==> src/verilog/spi_pkg.sv <==
package spi_pkg;
    // Register map
    localparam int          ADDR_W     = 8;
    localparam logic [7:0]  ADDR_CTRL  = 8'hF3;
    localparam logic [7:0]  ADDR_STAT  = 8'hF4;
    localparam logic [7:0]  ADDR_DATA  = 8'hF5;
    localparam logic [7:0]  ADDR_AUX   = 8'hA2;
    // Reset values
    localparam logic [7:0]  CTRL_RST   = 8'h00;
    localparam logic [7:0]  STAT_RST   = 8'h00;
    localparam logic [7:0]  AUX_RST    = 8'h00;
    localparam logic [7:0]  DATA_RST   = 8'h00;
    // Control register fields
    localparam int          B_SELOE    = 7;
    localparam int          B_EN       = 6;
    localparam int          B_LSB      = 5;
    localparam int          B_MASTER   = 4;
    localparam int          B_IDLE_LEVEL_SELECT     = 3;
    localparam int          B_SAMPLE_EDGE_SELECT     = 2;
    // Status register fields
    localparam int          B_TCF      = 7;
    localparam int          B_COLL     = 6;
    localparam int          B_OVF      = 5;
    localparam int          B_MFAULT   = 4;
    localparam int          B_FDIS     = 3;
    // Auxiliary register fields
    localparam int          B_PINSEL   = 7;
    // Shift clock timing: divider 16 << rate, half period in system clocks
    localparam int          DIV_MIN    = 16;
    localparam logic [6:0]  HALF_BASE  = 7'(DIV_MIN / 2);
    localparam logic [3:0]  LAST_EDGE  = 4'hF;

    typedef enum logic {ST_IDLE, ST_XFER} st_t;
endpackage : spi_pkg

==> src/verilog/serial_peripheral_port.sv <==
// Functional notes
// - Master shift clock at most system clock/16; slave accepts up to clock/4.
// - Single transmit buffer; no shifter load until current transfer completes.
// - Received byte moves to a read buffer, freeing the shifter.
// - Data-out line driven by master, input for slave; other line opposite.
// - Shift clock pin output in master, input in slave; data moves with it.
// - Exactly eight shift clock cycles per transfer, one master at a time.
// - Slave active only while its select is low; high deactivates it.
// - In master mode select pin is not a select; GPIO or fault input.
// - Transfer swaps master and slave shifter contents like one 16-bit ring.
// - MSB first by default, LSB first when lsb_first_enable set.
// - pin_group_select routes the four signals to pin group 0 or 1.
// - select_output_enable acts only with master_select and fault_detect_disable set.
// - Auto select drives low per byte and high while idle.
// - port_enable_bit 0 disables the whole port, 1 enables it.
// - master_select 0 gives slave mode, 1 gives master mode.
// - Transfer-complete and write-collision flags visible to software.
// - Mode fault detection flags a conflict between masters.
// - idle_level_select sets shift clock idle level low or high.
// - sample_edge_select samples on first edge when 0, second when 1.
// - Rate codes 00,01,10,11 give dividers 16,32,64,128.
// - Master with fault_detect_disable clear uses select pin as fault input.
`timescale 1ns/1ps
module serial_peripheral_port (
    // Clock and reset
    input  wire logic                        ref_clk_i,
    input  wire logic                        srst_i,
    // Register port
    input  wire logic [spi_pkg::ADDR_W-1:0]  addr_i,
    input  wire logic [7:0]                  wdata_i,
    input  wire logic                        wr_i,
    input  wire logic                        rd_i,
    output logic      [7:0]                  rdata_o,
    // Shift clock, one bit per pin group
    input  wire logic [1:0]                  sck_i,
    output logic      [1:0]                  sck_o,
    output logic      [1:0]                  sck_oe_o,
    // Master-out line
    input  wire logic [1:0]                  mosi_i,
    output logic      [1:0]                  mosi_o,
    output logic      [1:0]                  mosi_oe_o,
    // Master-in line
    input  wire logic [1:0]                  miso_i,
    output logic      [1:0]                  miso_o,
    output logic      [1:0]                  miso_oe_o,
    // Slave select, active low on the wire
    input  wire logic [1:0]                  ss_n_i,
    output logic      [1:0]                  ss_n_o,
    output logic      [1:0]                  ss_n_oe_o
);
    import spi_pkg::*;

    function automatic logic out_bit(input logic [7:0] sh, input logic lsb);
        out_bit = lsb ? sh[0] : sh[7];
    endfunction : out_bit

    function automatic logic [7:0] shift_in(input logic [7:0] sh, input logic b,
                                            input logic lsb);
        shift_in = lsb ? {b, sh[7:1]} : {sh[6:0], b};
    endfunction : shift_in

    st_t        st_q,       st_d;
    logic [7:0] ctrl_q,     ctrl_d;
    logic       pinsel_q,   pinsel_d;
    logic       tcf_q,      tcf_d;
    logic       coll_q,     coll_d;
    logic       ovf_q,      ovf_d;
    logic       mfault_q,   mfault_d;
    logic       fdis_q,     fdis_d;
    logic       tail_q,     tail_d;
    logic [7:0] rxbuf_q,    rxbuf_d;
    logic [7:0] sh_q,       sh_d;
    logic       dout_q,     dout_d;
    logic [3:0] cnt_q,      cnt_d;
    logic [6:0] div_q,      div_d;
    logic       sck_lvl_q,  sck_lvl_d;
    logic       sck_prev_q, sck_prev_d;
    logic [7:0] rdata_q,    rdata_d;

    logic       en;
    logic       mst;
    logic       lsb;
    logic       sample_edge_select;
    logic       ss_in;
    logic       sel;
    logic       autosel_act;
    logic [6:0] half;
    logic       mtick;
    logic       stick;
    logic       edge_p;
    logic       samp;
    logic       done;
    logic       fault;

    always_comb begin
        st_d       = st_q;
        ctrl_d     = ctrl_q;
        pinsel_d   = pinsel_q;
        tcf_d      = tcf_q;
        coll_d     = coll_q;
        ovf_d      = ovf_q;
        mfault_d   = mfault_q;
        fdis_d     = fdis_q;
        rxbuf_d    = rxbuf_q;
        sh_d       = sh_q;
        dout_d     = dout_q;
        cnt_d      = cnt_q;
        div_d      = div_q;
        sck_lvl_d  = sck_lvl_q;
        rdata_d    = 8'h00;

        en       = ctrl_q[B_EN];
        mst      = ctrl_q[B_MASTER];
        lsb      = ctrl_q[B_LSB];
        sample_edge_select     = ctrl_q[B_SAMPLE_EDGE_SELECT];
        ss_in    = ss_n_i[pinsel_q];
        sel      = en & ~mst & ~ss_in;
        autosel_act = en & mst & fdis_q & ctrl_q[B_SELOE];
        fault    = en & mst & ~fdis_q & ~ss_in;
        half     = 7'(HALF_BASE << ctrl_q[1:0]);
        mtick    = en & mst & (st_q == ST_XFER) & (div_q == half - 7'h01);
        stick    = sel & (sck_i[pinsel_q] != sck_prev_q);
        edge_p   = mtick | stick;
        samp     = edge_p & (cnt_q[0] == sample_edge_select);
        done     = edge_p & (cnt_q == LAST_EDGE);
        sck_prev_d = sck_i[pinsel_q];
        // Keeps auto select low over the last clock edge on the pins
        tail_d     = done;

        // Register writes; hardware events below take priority
        if (wr_i) begin
            case (addr_i)
                ADDR_CTRL: ctrl_d = wdata_i;
                ADDR_AUX:  pinsel_d = wdata_i[B_PINSEL];
                ADDR_STAT: begin
                    tcf_d     = tcf_q  & wdata_i[B_TCF];
                    coll_d    = coll_q & wdata_i[B_COLL];
                    ovf_d     = ovf_q  & wdata_i[B_OVF];
                    mfault_d  = mfault_q & wdata_i[B_MFAULT];
                    fdis_d    = wdata_i[B_FDIS];
                end
                ADDR_DATA: begin
                    if (st_q == ST_XFER || stick) begin
                        coll_d = 1'b1;
                    end else begin
                        sh_d   = wdata_i;
                        dout_d = out_bit(wdata_i, lsb);
                        if (en && mst) begin
                            st_d  = ST_XFER;
                            div_d = 7'h00;
                        end
                    end
                end
                default: ;
            endcase
        end

        // Master clock divider and shift clock level
        if (st_q == ST_XFER && en && mst) begin
            div_d = mtick ? 7'h00 : div_q + 7'h01;
        end
        if (mtick) begin
            sck_lvl_d = ~sck_lvl_q;
        end
        if (st_q == ST_IDLE) begin
            sck_lvl_d = ctrl_q[B_IDLE_LEVEL_SELECT];
        end

        // Shifting: sample edges take a bit in, the other edges present the next
        if (samp) begin
            sh_d = shift_in(sh_q, mst ? miso_i[pinsel_q] : mosi_i[pinsel_q], lsb);
        end else if (edge_p) begin
            dout_d = out_bit(sh_q, lsb);
        end else if (st_q == ST_IDLE && !(wr_i && addr_i == ADDR_DATA)) begin
            dout_d = out_bit(sh_q, lsb);
        end
        if (edge_p) begin
            cnt_d = cnt_q + 4'h1;
            st_d  = ST_XFER;
        end
        if (done) begin
            st_d  = ST_IDLE;
            cnt_d = 4'h0;
            tcf_d = 1'b1;
            if (tcf_q) begin
                ovf_d = 1'b1;
            end else begin
                rxbuf_d = sh_d;
            end
        end

        // Deselect, disable and mode fault abort the transfer
        if (!en || (!mst && ss_in)) begin
            if (!mst || !en) begin
                st_d  = ST_IDLE;
                cnt_d = 4'h0;
            end
        end
        if (fault) begin
            mfault_d         = 1'b1;
            ctrl_d[B_MASTER] = 1'b0;
            st_d           = ST_IDLE;
            cnt_d          = 4'h0;
        end

        if (rd_i) begin
            case (addr_i)
                ADDR_CTRL: rdata_d = ctrl_q;
                ADDR_STAT: rdata_d = {tcf_q, coll_q, ovf_q, mfault_q, fdis_q, 3'b000};
                ADDR_DATA: rdata_d = rxbuf_q;
                ADDR_AUX:  rdata_d = {pinsel_q, 7'h00};
                default:   rdata_d = 8'h00;
            endcase
        end
    end

    always_ff @(posedge ref_clk_i) begin
        if (srst_i) begin
            st_q       <= ST_IDLE;
            ctrl_q     <= CTRL_RST;
            pinsel_q   <= AUX_RST[B_PINSEL];
            tcf_q      <= STAT_RST[B_TCF];
            coll_q     <= STAT_RST[B_COLL];
            ovf_q      <= STAT_RST[B_OVF];
            mfault_q   <= STAT_RST[B_MFAULT];
            fdis_q     <= STAT_RST[B_FDIS];
            rxbuf_q    <= DATA_RST;
            sh_q       <= DATA_RST;
            dout_q     <= 1'b0;
            cnt_q      <= 4'h0;
            div_q      <= 7'h00;
            sck_lvl_q  <= CTRL_RST[B_IDLE_LEVEL_SELECT];
            sck_prev_q <= 1'b0;
            tail_q     <= 1'b0;
            rdata_q    <= 8'h00;
        end else begin
            st_q       <= st_d;
            ctrl_q     <= ctrl_d;
            pinsel_q   <= pinsel_d;
            tcf_q      <= tcf_d;
            coll_q     <= coll_d;
            ovf_q      <= ovf_d;
            mfault_q   <= mfault_d;
            fdis_q     <= fdis_d;
            rxbuf_q    <= rxbuf_d;
            sh_q       <= sh_d;
            dout_q     <= dout_d;
            cnt_q      <= cnt_d;
            div_q      <= div_d;
            sck_lvl_q  <= sck_lvl_d;
            sck_prev_q <= sck_prev_d;
            tail_q     <= tail_d;
            rdata_q    <= rdata_d;
        end
    end

    assign rdata_o = rdata_q;

    // Pin drivers, only the selected group is driven
    genvar gi;
    generate
        for (gi = 0; gi < 2; gi++) begin : g_pins
            always_ff @(posedge ref_clk_i) begin
                if (srst_i) begin
                    sck_o[gi]     <= 1'b0;
                    sck_oe_o[gi]  <= 1'b0;
                    mosi_o[gi]    <= 1'b0;
                    mosi_oe_o[gi] <= 1'b0;
                    miso_o[gi]    <= 1'b0;
                    miso_oe_o[gi] <= 1'b0;
                    ss_n_o[gi]    <= 1'b1;
                    ss_n_oe_o[gi] <= 1'b0;
                end else begin
                    sck_o[gi]     <= sck_lvl_q;
                    sck_oe_o[gi]  <= en & mst & (pinsel_q == 1'(gi));
                    mosi_o[gi]    <= dout_q;
                    mosi_oe_o[gi] <= en & mst & (pinsel_q == 1'(gi));
                    miso_o[gi]    <= dout_q;
                    miso_oe_o[gi] <= sel & (pinsel_q == 1'(gi));
                    ss_n_o[gi]    <= (st_q != ST_XFER) & ~tail_q;
                    ss_n_oe_o[gi] <= autosel_act & (pinsel_q == 1'(gi));
                end
            end
        end
    endgenerate
endmodule : serial_peripheral_port

==> config.mk <==
export PLATFORM = sky130hd
export DESIGN_NAME = serial_peripheral_port
export DESIGN_NICKNAME = d
export VERILOG_FILES = /design/src/verilog/spi_pkg.sv /design/src/verilog/serial_peripheral_port.sv
export SDC_FILE = /design/constraint.sdc
export NUM_CORES = 1
export LEC_CHECK = 0
export BUFFER_PORTS_ARGS = -buffer_cell sky130_fd_sc_hd__buf_2
export CORE_MARGIN = 5
export CORE_UTILIZATION = 60
export DETAILED_ROUTE_END_ITERATION = 8
export PLACE_DENSITY = 0.9
export SLEW_MARGIN = 20
export SYNTH_ARGS = -nofsm -noshare
export SYNTH_HDL_FRONTEND = slang
export SYNTH_SLANG_ARGS = --single-unit
==> constraint.sdc <==
create_clock -name ref_clk_i -period 5.4 [get_ports ref_clk_i]
set_input_delay 0.54 -clock ref_clk_i [delete_from_list [all_inputs] [get_ports ref_clk_i]]
set_output_delay 0.54 -clock ref_clk_i [all_outputs]
set_load 0.01 [all_outputs]
==> run_results.csv <==
group,metric,value,unit
status,status,"completed",
place,hpwlAfterDp,5.33,mm
setup_path,crit_path_end_kind,"flip-flop",
layout,seq_area,0.00126,sq mm
layout,area_growth,12.6,%
clock_network,cts_resized,0,
grt,grt_max_degree,43,
layout,multi_input_area,0.00156,sq mm
logic_synthesis,synth_edf_count,0,
logic_synthesis,synth_warnings,0,
route,routed_wl,7.40,mm
route,ant_nets,0,
sta,finalCritPeriodShare,54.0,%
pwr,peakVddDrop,0.000140,V
setup_path,worstPathRequired,5.59,ns
setup_path,arrival,3.11,ns
clock_network,cts_root_buf,"clkbuf_8",
setup_path,cpMaxStageDelayCell,"dfxtp_1",
setup_path,setup.worst_path.class,"reg2reg",
sta,fin_setup_tns,0,ns
setup_path,path_cells,"mux2_4, nor3_4, o2bb2ai_1, buf_4, nand4_2, nor2_1, a211oi_1",
logic_synthesis,synthCells,322,
grt,grt_pass1_wl,12.1,mm
clock_network,clk_pin_slew,0.07,ns
logic_synthesis,syn_area_per_cell,9.29,sq um
floorplanning,row_count,25,
route,first_iter_violations,416,
logic_synthesis,synth_area,0.00299,sq mm
sta,rsz0062_at_grt,"false",
clock_network,numCtsBuffers,9,
logic_synthesis,yosys_register_bits,63,
setup_path,cp-start-kind,"flip-flop",
route,met2RoutedLength,3.32,mm
logic_synthesis,ys.flop_type,"dfxtp_1",
setup_path,cp_max_fo,20,
layout,fill_cells,391,
sta,min_period,2.92,ns
route,drt-met1-wl,3.13,mm
logic_synthesis,syn-num-nets,352,
pwr,pwr_density_cell,252,mW/mm^2
sta,timing.fmax,343,MHz
logic_synthesis,yosysTopAreaCell,"dfxtp_1",
floorplanning,initial_core_util,62.5,%
sta,clock_skew,0.00467,ns
floorplanning,dieArea,0.00650,sq mm
grt,grt_pass1_vias,2445,
route,top_layer,"met4",
sta,drv_slew,0,
route,routedWlPerCell,17.0,microns
sta,setup_viol,0,
clock_network,clk_latency,0.35,ns
route,vias,2603,
logic_synthesis,synth.distinct_cells,54,
clock_network,clock_path_buffers,2,
grt,overflow,0,
sta,final_hold_viol_count,0,
layout,nNetsFinal,393,
grt,grt_usage,24.8,%
place,dp.cells,419,
route,met3_length,790,microns
sta,max_slew_margin,46.6,%
place,routabilityCongestion,0.931,
clock_network,cts_tree,"done",
floorplanning,die_w,80.6,microns
route,post_drt_via_cell_ratio,6.00,
clock_network,postCtsSetupBuffers,0,
clock_network,clock_sinks,63,
place,port-buffer-count,51,
clock_network,hold_buffers,0,
logic_synthesis,async_flop_share,0,%
min_path,worstHoldPathType,"reg2reg",
clock_network,htreeDepth,3,
route,first_pass_iters,6,
floorplanning,core_area,0.00479,sq mm
pwr,p_leak,1.30,nW
floorplanning,io_pins,52,
logic_synthesis,yosysSeqAreaShare,42.2,%
sta,tightest_slew,0.795,ns
route,route.detailed.drc,0,
grt,antenna_found_initial,0,
setup_path,r2r_setup_slack,2.48,ns
logic_synthesis,synth_area_leaders,"dfxtp_1, mux2i_1, a211oi_1",
floorplanning,die_h,80.6,microns
flow_run,maxCapViolations,0,
logic_synthesis,yosys.area.top_type_share,42.2,%
layout,stdcell_count,434,
layout,drive_above_1_share,22.9,%
layout,diodes,0,
setup_path,critPathMaxStageDelay,0.63,ns
synthesized netlist by cell type, types with 7 or more instances:
cell type and count:
a211oi_1 16, a21oi_1 15, buf_4 7, clkbuf_1 11, dfxtp_1 63, mux2i_1 16, nand2_1 27, nand3_1 12
nor2_1 31, nor2b_1 13, o21ai_0 9, xor2_1 7
kinds of logic (layout without fill, tap and decap cells):
group	count (synthesis)	after routing	share of synthesized area, %
AO/OA/AOI/OAI	71	71	17.7
XOR/XNOR	12	12	3.51
adder cells (fa/ha/maj)	2	2	0.837
buffers and inverters	29	74	5.61
flip-flops	63	63	42.2
multiplexers	23	23	8.87
AND/OR/NAND/NOR	122	122	21.3
sequential cells by signal (all words and copies together), names as in the netlist, 2 cells and up:
register / flops
rdata_o: 8
div_q: 7
mosi_oe_o: 2
ctrl_q: 8
ss_n_oe_o: 2
miso_oe_o: 2
sh_q: 8
cnt_q: 4
rxbuf_q: 8
cell type report:
type	instances	area share (%)
clock inverters	4	0.669
multi-input cells	230	46.4
clock buffers	11	4.20
flip-flops and latches	63	37.5
repair buffers	54	8.25
inverters	5	0.557
well taps	67	2.49
per-layer routing:
metal / GRT usage (%) / vias to the layer above
met5: 0 / -
met4: 11.0 / 0
met3: 5.83 / 14
met2: 36.6 / 152
met1: 34.1 / 1185
li1: - / 1252
metrics by stage:
stage	utilization [%]	total power, W	hold slack [ns]	instance area [sq um]	setup slack [ns]
final	70.4	0.000849	0.421	3370	2.48
after global routing	70.4	0.000880	0.448	3370	2.35
after CTS	70.4	0.000853	0.419	3370	2.54
after detailed placement	66.9	0.000509	0.398	3200	2.54
after global placement	66.9	0.000508	0.429	3200	2.64
after floorplan	-	0.000491	0.388	2990	3.24
layout by cell type, fill, tap and decap left out, types with 7 or more instances in the layout:
cell | synthesis | routed
a211oi_1 | 16 | 16
nor2_1 | 31 | 31
o21ai_0 | 9 | 9
a21oi_1 | 15 | 15
mux2i_1 | 16 | 16
nor2b_1 | 13 | 13
clkbuf_8 | 0 | 10
buf_2 | 2 | 51
nand3_1 | 12 | 12
dfxtp_1 | 63 | 63
nand2_1 | 27 | 27
xor2_1 | 7 | 7
power by group:
group / switching (W) / internal, W
sequential: 0.000000481 / 0.000465
combinational: 0.0000208 / 0.0000125
clock: 0.000177 / 0.000174
final timing paths:
kind                            cells past startpoint         end  startpoint
worst max-delay path                                7  rxbuf_q[6]    pinsel_q
worst min-delay path                                1   ss_n_o[1]      tail_q
worst max register to register                      7  rxbuf_q[6]    pinsel_q
worst min register to register                      1   ss_n_o[1]      tail_q
worst max-delay path, delay by kind of cell, from the launching register on:
family	cells	cell delay [ns]
muxes	1	0.38
DFF	1	0.63
and+or+nand+nor	3	1.17
AOI/OAI and AO/OA	2	0.30
buffers and inverters	1	0.27
Note: power is estimated with default switching activity, not from simulation.
